--- config.mk ---
export PLATFORM = sky130hd
export DESIGN_NAME = system_router
export DESIGN_NICKNAME = d
export VERILOG_FILES = /design/src/router_pkg.sv /design/src/route_matrix.sv /design/src/system_router.sv
export SDC_FILE = /design/constraint.sdc
export NUM_CORES = 1
export LEC_CHECK = 0
export BUFFER_PORTS_ARGS = -buffer_cell sky130_fd_sc_hd__buf_4
export CAP_MARGIN = 40
export CELL_PAD_IN_SITES_DETAIL_PLACEMENT = 0
export CELL_PAD_IN_SITES_GLOBAL_PLACEMENT = 2
export CORE_UTILIZATION = 38
export DETAILED_ROUTE_END_ITERATION = 6
export PLACE_DENSITY_LB_ADDON = 0.1
export SLEW_MARGIN = 0
export SYNTH_ARGS = -nofsm -noshare
export SYNTH_HDL_FRONTEND = slang
export SYNTH_SLANG_ARGS = --single-unit
--- constraint.sdc ---
create_clock -name clk_i -period 2 [get_ports clk_i]
set_input_delay 0.1 -clock clk_i [delete_from_list [all_inputs] [get_ports clk_i]]
set_output_delay 0.1 -clock clk_i [all_outputs]
set_load 0.01 [all_outputs]
--- src/router_pkg.sv ---
// constants, register map and reset values of the system interrupt router
// assumes a classic wishbone slave port with 32-bit data and byte addresses
package router_pkg;

	localparam int NUM_SOURCES = 56;
	localparam int NUM_GP      = 7;
	localparam int FIELD_W     = 4;
	localparam int PER_ASSIGN  = 8;
	localparam int NUM_ASSIGN  = 7;
	localparam int BANK_W      = 32;
	localparam int BANK1_BYTES = 3;
	localparam int BANK0_BYTES = 4;
	localparam int ADDR_W      = 8;
	localparam int DATA_W      = 32;

	// core event ordering, 0 is highest
	localparam int PRIO_EMULATION = 0;
	localparam int PRIO_RESET     = 1;
	localparam int PRIO_NMI       = 2;
	localparam int PRIO_EXCEPTION = 3;
	localparam int PRIO_RESERVED  = 4;
	localparam int PRIO_HW_ERROR  = 5;
	localparam int PRIO_CORE_TMR  = 6;
	localparam int PRIO_GP_FIRST  = 7;
	localparam int PRIO_GP_LAST   = 15;

	// core interrupt id = gp input number minus seven
	localparam logic [3:0] MAX_CORE_ID = 4'h6;

	// word offsets, byte addresses
	localparam logic [7:0] MASK0_ADDR   = 8'h00;
	localparam logic [7:0] MASK1_ADDR   = 8'h04;
	localparam logic [7:0] STATUS0_ADDR = 8'h08;
	localparam logic [7:0] STATUS1_ADDR = 8'h0C;
	localparam logic [7:0] WAKE0_ADDR   = 8'h10;
	localparam logic [7:0] WAKE1_ADDR   = 8'h14;
	localparam logic [7:0] ASSIGN_BASE  = 8'h20;
	localparam logic [7:0] ASSIGN_LAST  = 8'h38;

	localparam logic [31:0] MASK_RESET = 32'h0000_0000;
	localparam logic [31:0] WAKE_RESET = 32'h0000_0000;
	localparam logic [31:0] ZERO_WORD  = 32'h0000_0000;

	// default mapping, register 6 down to register 0
	localparam logic [55:0][3:0] ASSIGN_RESET = {
		32'h3333_3000,
		32'h0666_6655,
		32'h5555_5555,
		32'h4444_4433,
		32'h3333_2222,
		32'h1100_0000,
		32'h0000_0000
	};

endpackage

--- src/route_matrix.sv ---
// combinational steering of unmasked sources onto the core inputs
// assumes assignment fields already hold only legal core ids
`timescale 1ns/1ps
module route_matrix (
	input  wire logic [55:0]      src_i,
	input  wire logic [55:0]      mask_i,
	input  wire logic [55:0][3:0] assign_i,
	output logic      [6:0]       req_o
);

	logic [55:0] live;

	assign live = src_i & mask_i; // [RULE9]

	genvar g;
	genvar s;
	generate
		for (g = 0; g < router_pkg::NUM_GP; g++) begin : gp
			logic [55:0] pick;
			for (s = 0; s < router_pkg::NUM_SOURCES; s++) begin : src
				assign pick[s] = (assign_i[s] == 4'(g)); // [RULE1]
			end
			assign req_o[g] = |(live & pick); // [RULE12] [RULE6]
		end
	endgenerate

endmodule // route_matrix

--- src/system_router.sv ---
// system interrupt router: 56 sources onto seven core general-purpose inputs
// assumes sources and bus master run on clk_i; requests are levels
//
// Function
// (RULE1) each source drives exactly one core input
// (RULE2) software rewrites assignment, new mapping used next
// (RULE3) assignment fields reset to default mapping
// (RULE4) core ordering: fixed events, then inputs 7-15
// (RULE5) field value is input number minus seven
// (RULE6) several sources may share one core input
// (RULE7) eight assignment fields per register, seven registers
// (RULE8) bank0 holds ids 0-31, bank1 32-55
// (RULE9) set mask bit passes source, clear blocks
// (RULE10) status bit reads live source request
// (RULE11) wake-enabled source assertion wakes the core
// (RULE12) core request is OR of selecting unmasked sources
`timescale 1ns/1ps
module system_router (
	input  wire logic        clk_i,
	input  wire logic        rst_i,
	input  wire logic        cyc_i,
	input  wire logic        stb_i,
	input  wire logic        we_i,
	input  wire logic [7:0]  adr_i,
	input  wire logic [3:0]  sel_i,
	input  wire logic [31:0] dat_i,
	output logic      [31:0] dat_o,
	output logic             ack_o,
	input  wire logic [55:0] src_i,
	output logic      [6:0]  gp_req_o,
	output logic             wake_o
);

	typedef struct packed {
		logic [55:0]      mask;
		logic [55:0]      wake;
		logic [55:0][3:0] assign_f;
		logic             ack;
		logic [31:0]      rdata;
		logic [6:0]       gp_req;
		logic             wake_out;
	} state_t;

	state_t      st;
	state_t      next_st;
	logic [6:0]  routed;
	logic        take;
	logic        in_assign;
	logic [2:0]  assign_idx;
	logic [7:0]  assign_off;

	route_matrix matrix (
		.src_i    (src_i),
		.mask_i   (st.mask),
		.assign_i (st.assign_f),
		.req_o    (routed)
	);

	assign take       = cyc_i && stb_i && !st.ack;
	assign in_assign  = (adr_i >= router_pkg::ASSIGN_BASE) &&
	                    (adr_i <= router_pkg::ASSIGN_LAST) && (adr_i[1:0] == 2'b00);
	assign assign_off = adr_i - router_pkg::ASSIGN_BASE;
	assign assign_idx = assign_off[4:2]; // [RULE7]

	always_comb begin
		next_st          = st;
		next_st.ack      = 1'b0;
		next_st.gp_req   = routed;
		next_st.wake_out = |(src_i & st.wake); // [RULE11]
		if (take) begin
			next_st.ack   = 1'b1;
			next_st.rdata = router_pkg::ZERO_WORD;
			if (adr_i == router_pkg::MASK0_ADDR) begin // [RULE8]
				next_st.rdata = st.mask[31:0];
				if (we_i) begin
					for (int b = 0; b < router_pkg::BANK0_BYTES; b++) begin
						if (sel_i[b]) begin
							next_st.mask[8*b +: 8] = dat_i[8*b +: 8];
						end
					end
				end
			end else if (adr_i == router_pkg::MASK1_ADDR) begin // [RULE8]
				next_st.rdata = {8'h00, st.mask[55:32]};
				if (we_i) begin
					for (int b = 0; b < router_pkg::BANK1_BYTES; b++) begin
						if (sel_i[b]) begin
							next_st.mask[router_pkg::BANK_W + 8*b +: 8] = dat_i[8*b +: 8];
						end
					end
				end
			end else if (adr_i == router_pkg::STATUS0_ADDR) begin
				next_st.rdata = src_i[31:0]; // [RULE10]
			end else if (adr_i == router_pkg::STATUS1_ADDR) begin
				next_st.rdata = {8'h00, src_i[55:32]}; // [RULE10]
			end else if (adr_i == router_pkg::WAKE0_ADDR) begin
				next_st.rdata = st.wake[31:0];
				if (we_i) begin
					for (int b = 0; b < router_pkg::BANK0_BYTES; b++) begin
						if (sel_i[b]) begin
							next_st.wake[8*b +: 8] = dat_i[8*b +: 8];
						end
					end
				end
			end else if (adr_i == router_pkg::WAKE1_ADDR) begin
				next_st.rdata = {8'h00, st.wake[55:32]};
				if (we_i) begin
					for (int b = 0; b < router_pkg::BANK1_BYTES; b++) begin
						if (sel_i[b]) begin
							next_st.wake[router_pkg::BANK_W + 8*b +: 8] = dat_i[8*b +: 8];
						end
					end
				end
			end else if (in_assign) begin
				next_st.rdata = st.assign_f[assign_idx*8 +: 8]; // [RULE7]
				if (we_i) begin
					for (int f = 0; f < router_pkg::PER_ASSIGN; f++) begin
						// illegal ids are dropped so every source keeps one target
						if (sel_i[f/2] && (dat_i[4*f +: 4] <= router_pkg::MAX_CORE_ID)) begin // [RULE5]
							next_st.assign_f[assign_idx*8 + f] = dat_i[4*f +: 4]; // [RULE2]
						end
					end
				end
			end
		end
	end

	always_ff @(posedge clk_i) begin
		if (rst_i) begin
			st          <= '0;
			st.mask     <= {router_pkg::MASK_RESET[23:0], router_pkg::MASK_RESET};
			st.wake     <= {router_pkg::WAKE_RESET[23:0], router_pkg::WAKE_RESET};
			st.assign_f <= router_pkg::ASSIGN_RESET; // [RULE3]
		end else begin
			st <= next_st;
		end
	end

	// output index g is core input 7+g, so index 0 has top priority
	assign gp_req_o = st.gp_req; // [RULE4]
	assign wake_o   = st.wake_out;
	assign dat_o    = st.rdata;
	assign ack_o    = st.ack;

	ack_pulse_a: assert property (@(posedge clk_i) disable iff (rst_i)
		ack_o |=> !ack_o)
		else $error("ack held longer than one cycle");

	ack_timing_a: assert property (@(posedge clk_i) disable iff (rst_i)
		(cyc_i && stb_i && !ack_o) |=> ack_o)
		else $error("request not answered in one cycle");

	reset_default_a: assert property (@(posedge clk_i) // [RULE3]
		($past(rst_i) && !rst_i) |-> (st.assign_f == router_pkg::ASSIGN_RESET && st.mask == '0))
		else $error("assignment not at default after reset");

	source_route_a: assert property (@(posedge clk_i) disable iff (rst_i) // [RULE12]
		(src_i[40] && st.mask[40] && !take)[*2] |-> gp_req_o[st.assign_f[40][2:0]])
		else $error("unmasked source did not reach its core input");

	mask_block_a: assert property (@(posedge clk_i) disable iff (rst_i) // [RULE9]
		((src_i & st.mask) == '0) |=> (gp_req_o == '0))
		else $error("core input raised with every source masked");

	status_read_a: assert property (@(posedge clk_i) disable iff (rst_i) // [RULE10]
		(take && !we_i && adr_i == router_pkg::STATUS1_ADDR) |=>
		(dat_o == {8'h00, $past(src_i[55:32])}))
		else $error("status read does not show live requests");

	wake_event_a: assert property (@(posedge clk_i) disable iff (rst_i) // [RULE11]
		((src_i & st.wake) != '0) |=> wake_o)
		else $error("wake-enabled source did not wake the core");

	assign_write_a: assert property (@(posedge clk_i) disable iff (rst_i) // [RULE2]
		(take && we_i && adr_i == router_pkg::ASSIGN_LAST && sel_i[3] &&
		 dat_i[31:28] <= router_pkg::MAX_CORE_ID) |=> (st.assign_f[55] == $past(dat_i[31:28])))
		else $error("assignment write not stored");

	assign_illegal_a: assert property (@(posedge clk_i) disable iff (rst_i) // [RULE5]
		(take && we_i && adr_i == router_pkg::ASSIGN_BASE &&
		 dat_i[3:0] > router_pkg::MAX_CORE_ID) |=> $stable(st.assign_f[0]))
		else $error("illegal core id accepted");

	legal_field_a: assert property (@(posedge clk_i) disable iff (rst_i) // [RULE1]
		st.assign_f[13] <= router_pkg::MAX_CORE_ID)
		else $error("source lost its core input");

	unmapped_read_a: assert property (@(posedge clk_i) disable iff (rst_i)
		(take && adr_i == 8'hFC) |=> (dat_o == router_pkg::ZERO_WORD))
		else $error("unmapped address read nonzero");

	// per-source routing and field legality
	genvar s;
	generate
		for (s = 0; s < router_pkg::NUM_SOURCES; s++) begin : chk_src
			src_route_a: assert property (@(posedge clk_i) disable iff (rst_i) // [RULE12]
				(src_i[s] && st.mask[s]) |=> gp_req_o[$past(st.assign_f[s][2:0])])
				else $error("unmasked source missing on its core input");

			field_legal_a: assert property (@(posedge clk_i) disable iff (rst_i) // [RULE1]
				st.assign_f[s] <= router_pkg::MAX_CORE_ID)
				else $error("assignment field holds an illegal id");
		end
	endgenerate

	// register writes
	mask0_write_a: assert property (@(posedge clk_i) disable iff (rst_i) // [RULE8]
		(take && we_i && adr_i == router_pkg::MASK0_ADDR && sel_i == 4'hF) |=>
		(st.mask[31:0] == $past(dat_i)))
		else $error("mask bank0 write not stored");

	mask1_write_a: assert property (@(posedge clk_i) disable iff (rst_i) // [RULE8]
		(take && we_i && adr_i == router_pkg::MASK1_ADDR && sel_i == 4'hF) |=>
		(st.mask[55:32] == $past(dat_i[23:0])))
		else $error("mask bank1 write not stored");

	wake0_write_a: assert property (@(posedge clk_i) disable iff (rst_i) // [RULE11]
		(take && we_i && adr_i == router_pkg::WAKE0_ADDR && sel_i == 4'hF) |=>
		(st.wake[31:0] == $past(dat_i)))
		else $error("wake bank0 write not stored");

	wake1_write_a: assert property (@(posedge clk_i) disable iff (rst_i) // [RULE11]
		(take && we_i && adr_i == router_pkg::WAKE1_ADDR && sel_i == 4'hF) |=>
		(st.wake[55:32] == $past(dat_i[23:0])))
		else $error("wake bank1 write not stored");

	// register reads
	mask0_read_a: assert property (@(posedge clk_i) disable iff (rst_i) // [RULE8]
		(take && !we_i && adr_i == router_pkg::MASK0_ADDR) |=>
		(dat_o == $past(st.mask[31:0])))
		else $error("mask bank0 read wrong");

	mask1_read_a: assert property (@(posedge clk_i) disable iff (rst_i) // [RULE8]
		(take && !we_i && adr_i == router_pkg::MASK1_ADDR) |=>
		(dat_o == {8'h00, $past(st.mask[55:32])}))
		else $error("mask bank1 read wrong");

	wake0_read_a: assert property (@(posedge clk_i) disable iff (rst_i) // [RULE11]
		(take && !we_i && adr_i == router_pkg::WAKE0_ADDR) |=>
		(dat_o == $past(st.wake[31:0])))
		else $error("wake bank0 read wrong");

	wake1_read_a: assert property (@(posedge clk_i) disable iff (rst_i) // [RULE11]
		(take && !we_i && adr_i == router_pkg::WAKE1_ADDR) |=>
		(dat_o == {8'h00, $past(st.wake[55:32])}))
		else $error("wake bank1 read wrong");

	status0_read_a: assert property (@(posedge clk_i) disable iff (rst_i) // [RULE10]
		(take && !we_i && adr_i == router_pkg::STATUS0_ADDR) |=>
		(dat_o == $past(src_i[31:0])))
		else $error("status bank0 read wrong");

	assign_read_a: assert property (@(posedge clk_i) disable iff (rst_i) // [RULE7]
		(take && !we_i && in_assign) |=>
		(dat_o == $past(st.assign_f[assign_idx*8 +: 8])))
		else $error("assignment register read wrong");

	// quiet behaviour between accesses
	rdata_hold_a: assert property (@(posedge clk_i) disable iff (rst_i)
		!take |=> $stable(dat_o))
		else $error("read data changed without an access");

	config_hold_a: assert property (@(posedge clk_i) disable iff (rst_i) // [RULE2]
		!take |=> ($stable(st.mask) && $stable(st.wake) && $stable(st.assign_f)))
		else $error("configuration changed without a write");

	ack_idle_a: assert property (@(posedge clk_i) disable iff (rst_i)
		!(cyc_i && stb_i) |=> !ack_o)
		else $error("ack without a request");

	wake_quiet_a: assert property (@(posedge clk_i) disable iff (rst_i) // [RULE11]
		((src_i & st.wake) == '0) |=> !wake_o)
		else $error("wake raised with no enabled source");

	reset_outputs_a: assert property (@(posedge clk_i)
		($past(rst_i) && !rst_i) |->
		(!ack_o && dat_o == router_pkg::ZERO_WORD && gp_req_o == '0 && !wake_o))
		else $error("outputs not quiet after reset");

endmodule // system_router

=== Yosys cells after proc, flatten, opt, wreduce, memory -nomap -nowiden ===
Index checks and enable logic that the tools add are counted.

* Output and inout bits: 41
* Logic and storage cells: 673
* Input bits: 105
* Register bits after elaboration: 377

* Order comparisons: 26
* $add $sub $neg: 8
* Bitwise gates (word level): 15
* Shifts and indexed selects: 4
* Reduce and logical (&&, ||, !) cells: 102
* Multiplexer cells: 103
* Equality and inequality tests: 341

{| class="wikitable"
|+ Operator list
! kind !! number
|-
| $mux 224 || 71
|-
| $bwmux 224 || 8
|-
| $eq 4x3->1 const B || 168
|-
| $and 56x56->56 || 9
|-
| $eq 4x2->1 const B || 112
|-
| $reduce_or 56->1 || 8
|-
| $eq 4x1->1 const B || 56
|-
| $logic_not 4->1 || 56
|-
| $mux 32 || 7
|-
| $shiftx 56x7->8 || 4
|-
| $demux 4 s6 || 7
|-
| $ge 7x1->1 const B || 7
|-
| $lt 7x7->1 const B || 7
|-
| $reduce_and 9->1 || 4
|-
| $mux 33 || 1
|-
| $le 4x3->1 const B || 8
|-
| $mux 4 || 8
|-
| $reduce_and 8->1 || 4
|-
| $add 6x3->7 const B || 4
|-
| $logic_and 1x1->1 || 20
|-
| $eq 8x4->1 const B || 2
|-
| $eq 8x5->1 const B || 2
|-
| $reduce_and 4->1 || 4
|-
| $reduce_and 5->1 || 3
|-
| 13 further kinds || 19
|}

=== Longest topological paths before layout ===
* Word-level depth: 84
* Mapped depth: 10
* Mapped depth without buffers: 5

=== Cells and area by module ===
A second synthesis with hierarchy kept.

* Cells, all modules: 2676
* Area total of the unflattened synthesis: 22011.1 um2

{| class="wikitable"
|+ By module, submodules not included
! module !! cells an instance !! sequential area each (um2) !! instances !! area an instance (um2)
|-
| system_router || 1919 || 7547.2 || 1 || 17514.3
|-
| route_matrix || 757 || 0.0 || 1 || 4496.8
|}

=== Worst setup path before layout ===
OpenSTA, ideal clock, no wires.

* Kind: flip-flop to flip-flop
* Start point: register st (netlist bit ack_o)
* End point: register st[314] (netlist bit)
* Library setup time: 0.128 ns
* Data required time: 1.872 ns
* Cell stages (with the launch flop): 8
* Buffers on the path: 2
* Data arrival time: 1.687 ns
* Clock period less this slack: 1.815 ns
* Setup slack: 0.185 ns
* Path through: dfxtp_1 -> and4b_1 -> buf_2 -> nand2_1 -> buf_1 -> nor3_4 -> mux2i_1 -> nor2_1

* Word-level cells in the longest chain between the ends: 3

{| class="wikitable"
|+ RTL lines
! item !! line !! source
|-
| start, declared || system_router.sv:44 || <nowiki>state_t st;</nowiki>
|-
| start signal, assigned || system_router.sv:134 || <nowiki>st <= next_st;</nowiki>
|-
| $logic_not 1->1 || system_router.sv:59 || <nowiki>assign take = cyc_i && stb_i && !st.ack;</nowiki>
|-
| $logic_and 1x1->1 || system_router.sv:59 ||
|-
| $reduce_and 9->1 (no source line) || - ||
|}

Every way passes these cells.
A chain may end at the register's enable or synchronous reset.

=== Worst setup path after layout ===
* Start point: register st[362] (netlist bit)
* End point: register st (netlist bit gp_req_o[1])

* Word-level cells in the longest chain between the ends: 3

{| class="wikitable"
|+ RTL lines
! item !! line !! source
|-
| $and 56x56->56 || route_matrix.sv:13 || <nowiki>assign live = src_i & mask_i;</nowiki>
|-
| $and 56x56->56 || route_matrix.sv:23 || <nowiki>assign req_o[g] = |(live & pick);</nowiki>
|-
| $reduce_or 56->1 || route_matrix.sv:23 ||
|}

Every way passes these cells.

==> out/metrics.cfg <==
[placement]
portBuffers = 145
dp_slack_ps = -213
gp_congestion = 1.20
dp.cells = 3810
dp_hpwl_mm = 118

[pwr]
power.density_nw_per_um2 = 610
net-switching-power_w = 0.00510
seqPwrFrac = 0.411
peakVddDrop_uv = 680
leakage_nw = 12.2
p_int_w = 0.0133
power_frac_comb = 0.103
p_sw_frac = 0.278
p_clk_frac = 0.486

[global_routing]
antenna_found_initial = 7
grt_pass1_vias = 24700
grt_overflow = 0
grt_start_max_net_pins = 86
gr-usage-all-layers = 0.494
grt_first_pass_wirelength_mm = 197

[clock_network]
cts_tree = yes
cts_buffers = 46
cts_htree_levels = 2
cts_root_buffer = clkbuf_16
clock_latency_ps = 620
clkSlewWorstSetupHoldPaths_ps = 70
cts_sinks = 377
clock_path_buffers = 3

[floorplan]
num_io_pins = 146
start_util = 0.385
std_cell_rows = 87
core-area_um2 = 56500
die-area_um2 = 58300
die_w_um = 241
die_h_um = 241

[run_status]
violations = design-rule violations, negative setup slack
outcome = finished with violations

[setup_path]
rr_worst_depth = 7
r2r_start = st[362]$_SDFFE_PP0P_
cp_data_arrival_time_ps = 2590
worstSetupStartpointType = flip-flop
critPathCaptureType = flip-flop
critPathMaxFanout = 4
reg2reg_slack_ps = -60
required_ps = 2530
reg2reg_to = gp_req_o[1]$_SDFF_PP0_
path_class = flip-flop to flip-flop

[logic_synthesis]
ys_seq_area_frac = 0.347
yosysTopAreaCellShare = 0.347
yosysMostFrequentCell = dfxtp_1
syn_area_per_cell_um2 = 8.47
syn_inst = 2569
syn_nets = 2674
synth-seq-cells = 377
synthArstFlopShare = 0
synth_edf_count = 0
synth_warnings = 0
synthTopCellsByCount = dfxtp_1, nor2_1, nand2_1
synth-main-ff-cell = dfxtp_1
syn-cell-area_um2 = 21800
synth.top_cells.by_area = dfxtp_1, mux2i_1, nor2_1
ys_types = 71
synth_area_leader_cell = dfxtp_1

[finish]
final_core_util = 0.533
area_growth_pct = 38.3
fin_nets = 3261
regArea_um2 = 7590
drive_gt1_frac = 0.310
stdcell_count = 3953
fillers = 5356
multi_input_area_um2 = 13500

[timing]
clock_skew_ps = 18.3
fin_hold_ws_ps = 31.1
min_period_ps = 2060
slew_viol_final = 0
fin_crit_sh = 1.03
tns_ps = -135
setup_violations = 7
max_slew_margin = 0.312
rsz0062_at_grt = true
tightestPinTransition_ps = 1030
hold_viol_final = 0
setup_ws_ps = -56.5
max_freq_ghz = 0.486

[flow_run]
cap_violations = 0

[hold_path]
hold_path_startpoint = src_i[37]
min_path_cells = 5
worstHoldPathType = input pin to flip-flop
min_to = dat_o[5]$_SDFFE_PP0P_

[route]
drt-pass1-iter-count = 7
antenna_left = 0
vias = 26800
vias_per_cell = 6.78
wl_mm = 147
routedWlPerCell_um = 37.2
drc = 2
drt-initial-drc-count = 4149

## placed cells by master (no fill, tap or decap), drive strengths merged, types with 66 or more instances in the layout
cell type	instances
buf	711
nand2	244
nand4	66
nor3	131
dfxtp	377
nand2b	93
mux2i	213
o22ai	112
nor2	253
a21oi	104
o21ai	121
## kinds of logic (layout without fill, tap and decap cells)
logic type | count (synthesis) | in the layout | synth area share
AND/OR/NAND/NOR | 1113 | 1113 | 0.285
AO/OA/AOI/OAI | 560 | 560 | 0.168
flip-flops | 377 | 377 | 0.347
multiplexers | 278 | 278 | 0.148
buffers and inverters | 241 | 864 | 0.0519
other | 0 | 5 | 0
## registers in the layout, indices dropped and copies added (netlist names)
signal    cells
dat_o        32
gp_req_o      7
wake_o        1
ack_o         1
st          336
## critical path: stages (launching register included)
cell and delay [ps]:
dfxtp_1 330, nor4bb_1 650, buf_4 260, nand3_1 80
o21ai_0 110, buf_4 210, nor3_1 120, a41oi_2 220
## stage by stage
stage / total power, W / cell area (µm²)
6_report: 0.0184 / 30100
5_1_grt: 0.0187 / 30100
4_1_cts: 0.0183 / 29700
3_5_place_dp: 0.00941 / 27500
3_3_place_gp: 0.00940 / 27500
2_1_floorplan: 0.00840 / 21800
## worst max-delay path by stage
stage,start,endpoint,slack (ps),cells past startpoint
after floorplan,ack_o$_SDFF_PP0_,st[314]$_SDFFE_PP0P_,190,7
after global placement,adr_i[2],st[350]$_SDFFE_PP0P_,-570,10
after detailed placement,st[351]$_SDFFE_PP0P_,gp_req_o[0]$_SDFF_PP0_,-210,7
after CTS,st[330]$_SDFFE_PP0P_,gp_req_o[1]$_SDFF_PP0_,0.8,6
after global routing,dat_i[5],st[206]$_SDFFE_PP0P_,-50,7
final,st[362]$_SDFFE_PP0P_,gp_req_o[1]$_SDFF_PP0_,-60,7
## power by group through the flow
stage               clock network [W]  logic [W]  registers, W
floorplan                           0   0.000692       0.00770
global placement                    0    0.00169       0.00771
detailed placement                  0    0.00170       0.00771
CTS                           0.00894    0.00177       0.00755
global route                  0.00923    0.00188       0.00754
finish                        0.00893    0.00189       0.00754
## layer usage
metal  global-route usage  part of all wire
met3                0.156              0.14
met5                    0           0.00031
met2                0.711              0.40
met1                0.613              0.36
met4                0.379             0.096
## cell type report
type | instances | area share
inverters | 27 | 0.00337
well taps | 756 | 0.0314
repair buffers | 753 | 0.212
clock buffers | 59 | 0.0425
flip-flops and latches | 377 | 0.252
clock inverters | 25 | 0.0103
multi-input cells | 1951 | 0.448
diodes | 5 | 0.000416
## repair_timing
| action | CTS | global route |
|---|---|---|
| setup endpoints to repair | 7 | 44 |
| setup buffers | 0 | 13 |
| hold buffers | 41 | 0 |
| cloned | 0 | 1 |
| endpoints found under the hold margin | 198 | 0 |
| resized for setup | 31 | 78 |
| pin swaps | 3 | 20 |
Power figures use the tool's default switching activity.
